### src/core/ncp_pkg.sv
// Constants and types of the flash command port host controller
package ncp_pkg;
  // ------------------------------------------------------------
  // Timing
  // ------------------------------------------------------------
  localparam int CLK_NS = 20;
  localparam int T_WP_NS = 12;
  localparam int T_WH_NS = 10;
  localparam int T_REA_NS = 20;
  localparam int T_WHR_NS = 60;
  localparam int T_WB_NS = 100;
  // Least times round up; one extra cycle on the read pulse for sampling
  localparam logic [3:0] WP_CYC = 4'((T_WP_NS + CLK_NS - 1) / CLK_NS);
  localparam logic [3:0] WH_CYC = 4'((T_WH_NS + CLK_NS - 1) / CLK_NS);
  localparam logic [3:0] RD_LOW_CYC = 4'((T_REA_NS + CLK_NS - 1) / CLK_NS + 1);
  localparam logic [3:0] WHR_CYC = 4'((T_WHR_NS + CLK_NS - 1) / CLK_NS);
  localparam logic [3:0] WB_CYC = 4'((T_WB_NS + CLK_NS - 1) / CLK_NS);
  localparam logic [3:0] DGAP_CYC = 4'h1;
  // ------------------------------------------------------------
  // Register map (byte offsets)
  // ------------------------------------------------------------
  localparam logic [7:0] OFF_CTRL = 8'h00;
  localparam logic [7:0] OFF_CMD = 8'h04;
  localparam logic [7:0] OFF_COL = 8'h08;
  localparam logic [7:0] OFF_ROW = 8'h0c;
  localparam logic [7:0] OFF_AGO = 8'h10;
  localparam logic [7:0] OFF_DATA = 8'h14;
  localparam logic [7:0] OFF_STAT = 8'h18;
  localparam logic [1:0] CTRL_RST = 2'h0;
  localparam int CTRL_CE_B = 0;
  localparam int CTRL_WPN_B = 1;
  localparam int DATA_RD_B = 8;
  localparam int STAT_ERR_B = 2;
  localparam int ST_FAIL_B = 0;
  localparam int ST_D0_B = 1;
  localparam int ST_D1_B = 2;
  localparam int ST_PROT_B = 7;
  localparam int COL_W = 13;
  localparam int ROW_W = 18;
  localparam int WL_W = 6;
  localparam logic [12:0] COL_LAST = 13'h107f;
  // Address go modes: full five cycles, column only, row only
  localparam logic [1:0] AGO_COL = 2'h1;
  localparam logic [1:0] AGO_ROW = 2'h2;
  // ------------------------------------------------------------
  // Opcodes
  // ------------------------------------------------------------
  localparam logic [7:0] OP_READ = 8'h00;
  localparam logic [7:0] OP_READ_GO = 8'h30;
  localparam logic [7:0] OP_COLRD = 8'h05;
  localparam logic [7:0] OP_COLRD_GO = 8'he0;
  localparam logic [7:0] OP_PROG = 8'h80;
  localparam logic [7:0] OP_COLWR = 8'h85;
  localparam logic [7:0] OP_PROG_GO = 8'h10;
  localparam logic [7:0] OP_MPROG_1 = 8'h11;
  localparam logic [7:0] OP_MPROG_2 = 8'h81;
  localparam logic [7:0] OP_CPBK = 8'h35;
  localparam logic [7:0] OP_ERASE = 8'h60;
  localparam logic [7:0] OP_ERASE_GO = 8'hd0;
  localparam logic [7:0] OP_ID = 8'h90;
  localparam logic [7:0] OP_STAT = 8'h70;
  localparam logic [7:0] OP_MSTAT = 8'h71;
  localparam logic [7:0] OP_ECC = 8'h7a;
  localparam logic [7:0] OP_RESET = 8'hff;
  // ------------------------------------------------------------
  // Types
  // ------------------------------------------------------------
  typedef enum logic [4:0] {
    ST_IDLE = 5'b00001,
    ST_WAIT = 5'b00010,
    ST_LOW = 5'b00100,
    ST_HIGH = 5'b01000,
    ST_GAP = 5'b10000
  } ncp_state_t;
  typedef enum logic [1:0] {K_CMD = 2'h0, K_ADDR = 2'h1, K_DWR = 2'h2, K_DRD = 2'h3} ncp_kind_t;
  typedef struct packed {
    ncp_kind_t kind;
    logic [7:0] val;
    logic [2:0] idx;
    logic [2:0] last;
  } ncp_op_t;
  typedef struct packed {
    logic cle;
    logic ale;
    logic we_n;
    logic ostb_n;
    logic oe_n;
    logic [7:0] dout;
  } ncp_pins_t;
endpackage

### src/core/ncp_host.sv
// Host controller driving a multiplexed flash command port from AHB-Lite
`timescale 1ns/1ps
module ncp_host (
  // Clock, reset, enable
  input wire logic SYS_CLK_IN,
  input wire logic RST_IN,
  input wire logic CLK_EN_IN,
  // AHB-Lite slave
  input wire logic HSEL_IN,
  input wire logic [31:0] HADDR_IN,
  input wire logic [1:0] HTRANS_IN,
  input wire logic HWRITE_IN,
  input wire logic [2:0] HSIZE_IN,
  input wire logic [31:0] HWDATA_IN,
  input wire logic HREADY_IN,
  output logic [31:0] HRDATA_OUT,
  output logic HREADYOUT_OUT,
  output logic HRESP_OUT,
  // Flash port
  output logic CMD_LATCH_OUT,
  output logic ADDR_LATCH_OUT,
  output logic CHIP_SEL_N_OUT,
  output logic WRITE_STROBE_N_OUT,
  output logic OUTPUT_STROBE_N_OUT,
  output logic WRITE_PROT_N_OUT,
  input wire logic [7:0] SHARED_BUS_IN,
  output logic [7:0] SHARED_BUS_OUT,
  output logic SHARED_BUS_OE_N_OUT,
  input wire logic READY_BUSY_N_IN
);
  import ncp_pkg::*;

  // ------------------------------------------------------------
  // Declarations
  // ------------------------------------------------------------
  ncp_state_t state_reg;
  ncp_op_t op_reg;
  ncp_pins_t pins_reg;
  logic [3:0] cnt_reg;
  logic [1:0] ctrl_reg;
  logic [COL_W-1:0] col_reg;
  logic [ROW_W-1:0] row_reg;
  logic [7:0] rd_byte_reg;
  logic [15:0] rd_count_reg;
  logic err_reg;
  logic stat_mode_reg;
  logic ce_n_reg;
  logic dp_valid_reg;
  logic dp_write_reg;
  logic [7:0] dp_addr_reg;
  logic [31:0] hrdata_reg;
  logic is_op;
  logic stall;
  logic wr_ok;
  logic refuse;
  logic start;
  logic need_ready;
  ncp_op_t op_next;
  logic [7:0] cur_byte;

  // ------------------------------------------------------------
  // Helpers
  // ------------------------------------------------------------
  function automatic logic [7:0] addr_byte(input logic [2:0] i, input logic [12:0] c,
                                           input logic [17:0] r);
    case (i)
      3'h0: addr_byte = c[7:0];
      3'h1: addr_byte = {3'h0, c[12:8]};
      3'h2: addr_byte = r[7:0];
      3'h3: addr_byte = r[15:8];
      default: addr_byte = {6'h0, r[17:16]};
    endcase
  endfunction

  function automatic logic [31:0] read_mux(input logic [7:0] a);
    case (a)
      OFF_CTRL: read_mux = {30'h0, ctrl_reg};
      OFF_COL: read_mux = {19'h0, col_reg};
      OFF_ROW: read_mux = {14'h0, row_reg};
      OFF_DATA: read_mux = {24'h0, rd_byte_reg};
      // Read count, last byte read back and its decoded status bits, error flag, ready pin and sequencer busy
      OFF_STAT: read_mux = {rd_count_reg, rd_byte_reg, 2'h0,
                            rd_byte_reg[ST_D0_B] | rd_byte_reg[ST_D1_B],
                            ~rd_byte_reg[ST_PROT_B], rd_byte_reg[ST_FAIL_B],
                            err_reg, READY_BUSY_N_IN, state_reg != ST_IDLE};
      default: read_mux = 32'h0;
    endcase
  endfunction

  // ------------------------------------------------------------
  // Bus slave
  // ------------------------------------------------------------
  always_ff @(posedge SYS_CLK_IN) begin
    if (RST_IN) begin
      dp_valid_reg <= 1'b0;
      dp_write_reg <= 1'b0;
      dp_addr_reg <= 8'h00;
      hrdata_reg <= 32'h0;
    end else if (CLK_EN_IN) begin
      if (HREADY_IN) begin
        dp_valid_reg <= HSEL_IN & HTRANS_IN[1];
        dp_write_reg <= HWRITE_IN;
        dp_addr_reg <= HADDR_IN[7:0];
        if (HSEL_IN & HTRANS_IN[1] & ~HWRITE_IN) begin
          hrdata_reg <= read_mux(HADDR_IN[7:0]);
        end
      end
    end
  end

  // Only one order is queued; a second order stalls the bus instead
  assign is_op = (dp_addr_reg == OFF_CMD) | (dp_addr_reg == OFF_AGO) | (dp_addr_reg == OFF_DATA);
  assign stall = dp_valid_reg & dp_write_reg & is_op & (state_reg != ST_IDLE);
  assign wr_ok = dp_valid_reg & dp_write_reg & ~stall;
  assign HREADYOUT_OUT = ~stall;
  assign HRESP_OUT = 1'b0;
  assign HRDATA_OUT = hrdata_reg;

  // ------------------------------------------------------------
  // Order decode
  // ------------------------------------------------------------
  always_comb begin
    op_next = '{kind: K_CMD, val: HWDATA_IN[7:0], idx: 3'h0, last: 3'h0};
    refuse = 1'b0;
    case (dp_addr_reg)
      OFF_AGO: begin
        op_next.kind = K_ADDR;
        case (HWDATA_IN[1:0])
          AGO_COL: op_next.last = 3'h1; // Column change after 05 or 85
          AGO_ROW: begin
            op_next.idx = 3'h2; // Row only, as erase wants
            op_next.last = 3'h4;
          end
          default: op_next.last = 3'h4;
        endcase
      end
      OFF_DATA: begin
        op_next.kind = HWDATA_IN[DATA_RD_B] ? K_DRD : K_DWR;
        // Data input is only a legal cycle with write-protect high
        refuse = ~HWDATA_IN[DATA_RD_B] & ~ctrl_reg[CTRL_WPN_B];
      end
      default: op_next.kind = K_CMD;
    endcase
  end

  assign start = wr_ok & is_op & ~refuse;

  // Strobes stay high while the device is busy, except what it accepts then
  assign need_ready = ~((op_reg.kind == K_CMD) &
                        ((op_reg.val == OP_STAT) | (op_reg.val == OP_MSTAT) | (op_reg.val == OP_RESET)))
                      & ~((op_reg.kind == K_DRD) & stat_mode_reg);
  assign cur_byte = (op_reg.kind == K_ADDR) ? addr_byte(op_reg.idx, col_reg, row_reg) : op_reg.val;

  // ------------------------------------------------------------
  // Software registers
  // ------------------------------------------------------------
  always_ff @(posedge SYS_CLK_IN) begin
    if (RST_IN) begin
      ctrl_reg <= CTRL_RST;
      col_reg <= '0;
      row_reg <= '0;
      err_reg <= 1'b0;
    end else if (CLK_EN_IN) begin
      if (wr_ok & (dp_addr_reg == OFF_CTRL)) begin
        ctrl_reg <= HWDATA_IN[1:0];
      end
      if (wr_ok & (dp_addr_reg == OFF_COL)) begin
        // Column stays inside the 4224-byte page
        col_reg <= (HWDATA_IN[12:0] > COL_LAST) ? COL_LAST : HWDATA_IN[12:0];
      end
      if (wr_ok & (dp_addr_reg == OFF_ROW)) begin
        row_reg <= {HWDATA_IN[ROW_W-1:WL_W], HWDATA_IN[WL_W-1:0]};
      end
      // A refusal in the clearing cycle still sets the flag
      if (wr_ok & refuse) begin
        err_reg <= 1'b1;
      end else if (wr_ok & (dp_addr_reg == OFF_STAT) & HWDATA_IN[STAT_ERR_B]) begin
        err_reg <= 1'b0;
      end
    end
  end

  // ------------------------------------------------------------
  // Chip select
  // ------------------------------------------------------------
  always_ff @(posedge SYS_CLK_IN) begin
    if (RST_IN) begin
      ce_n_reg <= 1'b1;
    end else if (CLK_EN_IN) begin
      // Released when idle and not held by software, so the device may sleep
      ce_n_reg <= ~(ctrl_reg[CTRL_CE_B] | start | (state_reg != ST_IDLE));
    end
  end

  // ------------------------------------------------------------
  // Cycle sequencer
  // ------------------------------------------------------------
  always_ff @(posedge SYS_CLK_IN) begin
    if (RST_IN) begin
      state_reg <= ST_IDLE;
      op_reg <= '{kind: K_CMD, val: OP_READ, idx: 3'h0, last: 3'h0};
      cnt_reg <= 4'h0;
      pins_reg <= '{cle: 1'b0, ale: 1'b0, we_n: 1'b1, ostb_n: 1'b1, oe_n: 1'b1, dout: 8'h00};
      stat_mode_reg <= 1'b0;
    end else if (CLK_EN_IN) begin
      case (state_reg)
        ST_IDLE: begin
          if (start) begin
            op_reg <= op_next;
            state_reg <= ST_WAIT;
          end
        end
        ST_WAIT: begin
          // Ready pin is pulled up outside, so it reads high when released
          if (~need_ready | READY_BUSY_N_IN) begin
            pins_reg.cle <= op_reg.kind == K_CMD;
            pins_reg.ale <= op_reg.kind == K_ADDR;
            if (op_reg.kind == K_DRD) begin
              // Bus released so the device can drive it while strobed
              pins_reg.oe_n <= 1'b1;
              pins_reg.ostb_n <= 1'b0;
              cnt_reg <= RD_LOW_CYC - 4'h1;
            end else begin
              pins_reg.oe_n <= 1'b0;
              pins_reg.dout <= cur_byte;
              pins_reg.we_n <= 1'b0;
              cnt_reg <= WP_CYC - 4'h1;
            end
            if (op_reg.kind == K_CMD) begin
              stat_mode_reg <= (op_reg.val == OP_STAT) | (op_reg.val == OP_MSTAT);
            end
            state_reg <= ST_LOW;
          end
        end
        ST_LOW: begin
          if (cnt_reg != 4'h0) begin
            cnt_reg <= cnt_reg - 4'h1;
          end else begin
            pins_reg.we_n <= 1'b1; // Latch edge
            pins_reg.ostb_n <= 1'b1;
            cnt_reg <= WH_CYC - 4'h1;
            state_reg <= ST_HIGH;
          end
        end
        ST_HIGH: begin
          if (cnt_reg != 4'h0) begin
            cnt_reg <= cnt_reg - 4'h1;
          end else if ((op_reg.kind == K_ADDR) & (op_reg.idx != op_reg.last)) begin
            op_reg.idx <= op_reg.idx + 3'h1; // Consecutive address cycles
            state_reg <= ST_WAIT;
          end else begin
            pins_reg.cle <= 1'b0;
            pins_reg.ale <= 1'b0;
            pins_reg.oe_n <= 1'b1;
            // After a command the busy pin may lag; after address, reads must wait
            case (op_reg.kind)
              K_CMD: cnt_reg <= WB_CYC - 4'h1;
              K_ADDR: cnt_reg <= WHR_CYC - 4'h1;
              default: cnt_reg <= DGAP_CYC - 4'h1;
            endcase
            state_reg <= ST_GAP;
          end
        end
        ST_GAP: begin
          if (cnt_reg != 4'h0) begin
            cnt_reg <= cnt_reg - 4'h1;
          end else begin
            state_reg <= ST_IDLE;
          end
        end
        default: begin
          state_reg <= ST_IDLE;
        end
      endcase
    end
  end

  // ------------------------------------------------------------
  // Read capture
  // ------------------------------------------------------------
  always_ff @(posedge SYS_CLK_IN) begin
    if (RST_IN) begin
      rd_byte_reg <= 8'h00;
      rd_count_reg <= 16'h0;
    end else if (CLK_EN_IN) begin
      // Sampled at the end of the low phase, before the strobe rises
      if ((state_reg == ST_LOW) & (cnt_reg == 4'h0) & (op_reg.kind == K_DRD)) begin
        rd_byte_reg <= SHARED_BUS_IN;
        rd_count_reg <= rd_count_reg + 16'h1;
      end
      if (start & (op_next.kind == K_CMD) & (op_next.val != OP_STAT) & (op_next.val != OP_MSTAT)) begin
        rd_count_reg <= 16'h0;
      end
    end
  end

  // ------------------------------------------------------------
  // Pins
  // ------------------------------------------------------------
  assign CMD_LATCH_OUT = pins_reg.cle;
  assign ADDR_LATCH_OUT = pins_reg.ale;
  assign CHIP_SEL_N_OUT = ce_n_reg;
  assign WRITE_STROBE_N_OUT = pins_reg.we_n;
  assign OUTPUT_STROBE_N_OUT = pins_reg.ostb_n;
  assign WRITE_PROT_N_OUT = ctrl_reg[CTRL_WPN_B];
  assign SHARED_BUS_OUT = pins_reg.dout;
  assign SHARED_BUS_OE_N_OUT = pins_reg.oe_n;
endmodule

### config.mk
export PLATFORM = sky130hd
export DESIGN_NAME = ncp_host
export DESIGN_NICKNAME = d
export VERILOG_FILES = /design/src/core/ncp_pkg.sv /design/src/core/ncp_host.sv
export SDC_FILE = /design/constraint.sdc
export NUM_CORES = 1
export LEC_CHECK = 0
export BUFFER_PORTS_ARGS = -buffer_cell sky130_fd_sc_hd__buf_2
export CORE_UTILIZATION = 35
export DETAILED_ROUTE_END_ITERATION = 7
export PLACE_DENSITY_LB_ADDON = 0.12
export SYNTH_ARGS = -nofsm -noshare
export SYNTH_HDL_FRONTEND = slang
export SYNTH_SLANG_ARGS = --single-unit
### constraint.sdc
create_clock -name SYS_CLK_IN -period 4.96 [get_ports SYS_CLK_IN]
set_input_delay 0.744 -clock SYS_CLK_IN [delete_from_list [all_inputs] [get_ports SYS_CLK_IN]]
set_output_delay 0.744 -clock SYS_CLK_IN [all_outputs]
set_load 0.01 [all_outputs]
==> impl_metrics.csv <==
group,metric,value,unit
status,status,"finished clean",
finish,layout-drive-gt1-share,0.152,
floorplanning,die_w,141,um
critical_path,cp.arrival,3.37,ns
logic_synthesis,ys_seq_area_frac,0.413,
power_and_ir_drop,power_density,318,nW/um^2
routing,wl,20900,um
logic_synthesis,synth_top_area_cell,"dfxtp_1",
sta,rsz0062_at_grt,"no",
place,port_buffers,89,
sta,setup_ws,1.92,ns
finish,final_util,0.417,
clock_tree,cts-root-buf,"clkbuf_16",
clock_tree,tritoncts,"built",
global_route,grt_pass1_wl,32700,um
job,maxCapViolCount,0,
global_route,grt_usage,0.214,
sta,period_share,0.612,
place,placed_cells,1102,
global_route,grt_pass1_vias,5842,
logic_synthesis,synth_most_common_cell,"dfxtp_1",
clock_tree,clock-sinks,139,
finish,design_area,7830,um^2
routing,drc,0,
sta,tightest_slew,1.27,ns
logic_synthesis,synth_nets,930,
critical_path,worstSetupEndpointType,"flip-flop",
clock_tree,postCtsHoldBufs,0,
sta,setup_viol,0,
sta,max_freq,0.329,GHz
logic_synthesis,synth_edf_count,0,
sta,slew_violations,0,
routing,first_pass_iters,6,
global_route,antenna_found_initial,0,
clock_tree,cts_resized,0,
finish,regArea,2780,um^2
finish,area.growth.synth_to_final,16.4,%
place,place.gp.congestion,0.818,
logic_synthesis,syn_inst,838,
finish,multiInputGateArea,3640,um^2
logic_synthesis,synth-main-ff-cell,"dfxtp_1",
finish,diodes,0,
power_and_ir_drop,peakVddDrop,234,uV
critical_path,r2r_slack,1.92,ns
clock_tree,cts_inserted_buffers,17,
routing,vias,6393,
place,place_ws,1.97,ns
critical_path,cp_max_fo,13,
logic_synthesis,synth_seq_cells,139,
logic_synthesis,synth-async-reset-ratio,0,
finish,n_fill_cell,1931,
logic_synthesis,ys_top_cells_by_area,"dfxtp_1 41%, nand2_1 6.5%, a21oi_1 6.3%, mux2i_1 4.0%, nor2_1 3.7%",
place,dp_hpwl,14600,um
routing,wl_per_cell,18.4,um
logic_synthesis,ys_warn_count,0,
floorplanning,fp-row-count,50,
sta,relSlewSlack,0.155,
global_route,gr-total-overflow,0,
sta,hold_viol,0,
logic_synthesis,syn-mean-instance-area,8.03,um^2
routing,ant_nets,0,
clock_tree,clock_path_buffers,2,
sta,finClkSkew,0.00893,ns
finish,largest_register_ffs,32,
global_route,grt_max_degree,89,
floorplanning,core-area,18800,um^2
min_path,hp-class,"reg2reg",
floorplanning,die-area,19800,um^2
floorplanning,die_h,141,um
logic_synthesis,netlist_area,6730,um^2
sta,min_period,3.04,ns
clock_tree,worstSkewPairLatency,0.42,ns
critical_path,critPathRequiredTime,5.30,ns
finish,nets,979,
routing,drt-vias-per-instance,5.65,
power_and_ir_drop,p_leak,2.92,nW
floorplanning,start_util,0.359,
logic_synthesis,synth_commonest_cells,"139 x dfxtp_1, 116 x nand2_1, 85 x a21oi_1",
logic_synthesis,netlist.area_leader.share,0.413,
critical_path,path_class,"reg2reg",
routing,drtIter0Drc,593,
critical_path,worstSetupStartpointType,"flip-flop",
sta,setup_tns,0,ns
finish,fin_cells,1131,
floorplanning,ios,133,
place,place_area,7280,um^2
clock_tree,cts-htree-levels,4,
logic_synthesis,ys_types,66,
clock_tree,cts_setup_buffers,0,
clock_tree,clk_pin_slew,0.06,ns
## metrics by stage
stage	hold WS [ns]	total power, mW
final	0.452	2.49
after detailed placement	0.440	1.30
after global routing	0.464	2.57
after floorplan	0.431	1.25
after global placement	0.438	1.30
after CTS	0.455	2.51
## worst max-delay path, cell delays in order (launching register included)
cell	delay [ns]
dfxtp_1	0.31
or4_1	0.67
or3_1	0.60
o2111ai_1	1.07
nor3_1	0.11
nor3_1	0.19
## area by class of cell
cell class              instances  area share
well taps                     234      0.0374
repair buffers                 97      0.0649
clock inverters                 7     0.00863
flip-flops and latches        139       0.355
clock buffers                  22      0.0618
inverters                      15     0.00719
multi-input cells             617       0.465
## report_power, final
| part | switching [mW] | internal, mW |
|---|---|---|
| sequential | 0.0106 | 1.13 |
| clock | 0.479 | 0.731 |
| combinational | 0.0997 | 0.0419 |
| total | 0.590 | 1.90 |
## metal layers
layer  share of wire  GRT usage
met2            0.43      0.323
met1            0.51      0.307
met3           0.046     0.0425
met5               0          0
met4           0.013     0.0601
## logic make-up after synthesis
logic type / Yosys count / synth area share
compound gates: 237 / 0.232
xor+xnor: 6 / 0.00781
fa+ha+maj: 8 / 0.0149
buf+inv: 82 / 0.0482
flops: 139 / 0.413
mux: 27 / 0.0402
other cells: 1 / 0.000557
simple gates: 338 / 0.243
## cell usage in the layout, fill, tap and decap left out, types with 17 or more instances in the layout
| cell | instances |
|---|---|
| nor3_1 | 35 |
| nor2_1 | 66 |
| buf_2 | 88 |
| clkbuf_16 | 17 |
| nand3_1 | 33 |
| nand2_1 | 116 |
| a21oi_1 | 85 |
| o21ai_0 | 34 |
| mux2i_1 | 27 |
| dfxtp_1 | 139 |
| a22oi_1 | 18 |
## path summary, 6_finish.rpt
| kind | startpoint | to | depth (start not counted) |
|---|---|---|---|
| min reg2reg | HRDATA_OUT[16] | HRDATA_OUT[16] | 2 |
| max | dp_addr_reg[1] | col_reg[5] | 5 |
| min | HRDATA_OUT[16] | HRDATA_OUT[16] | 2 |
| max reg2reg | dp_addr_reg[1] | col_reg[5] | 5 |
(Power assumes the default switching activity.)
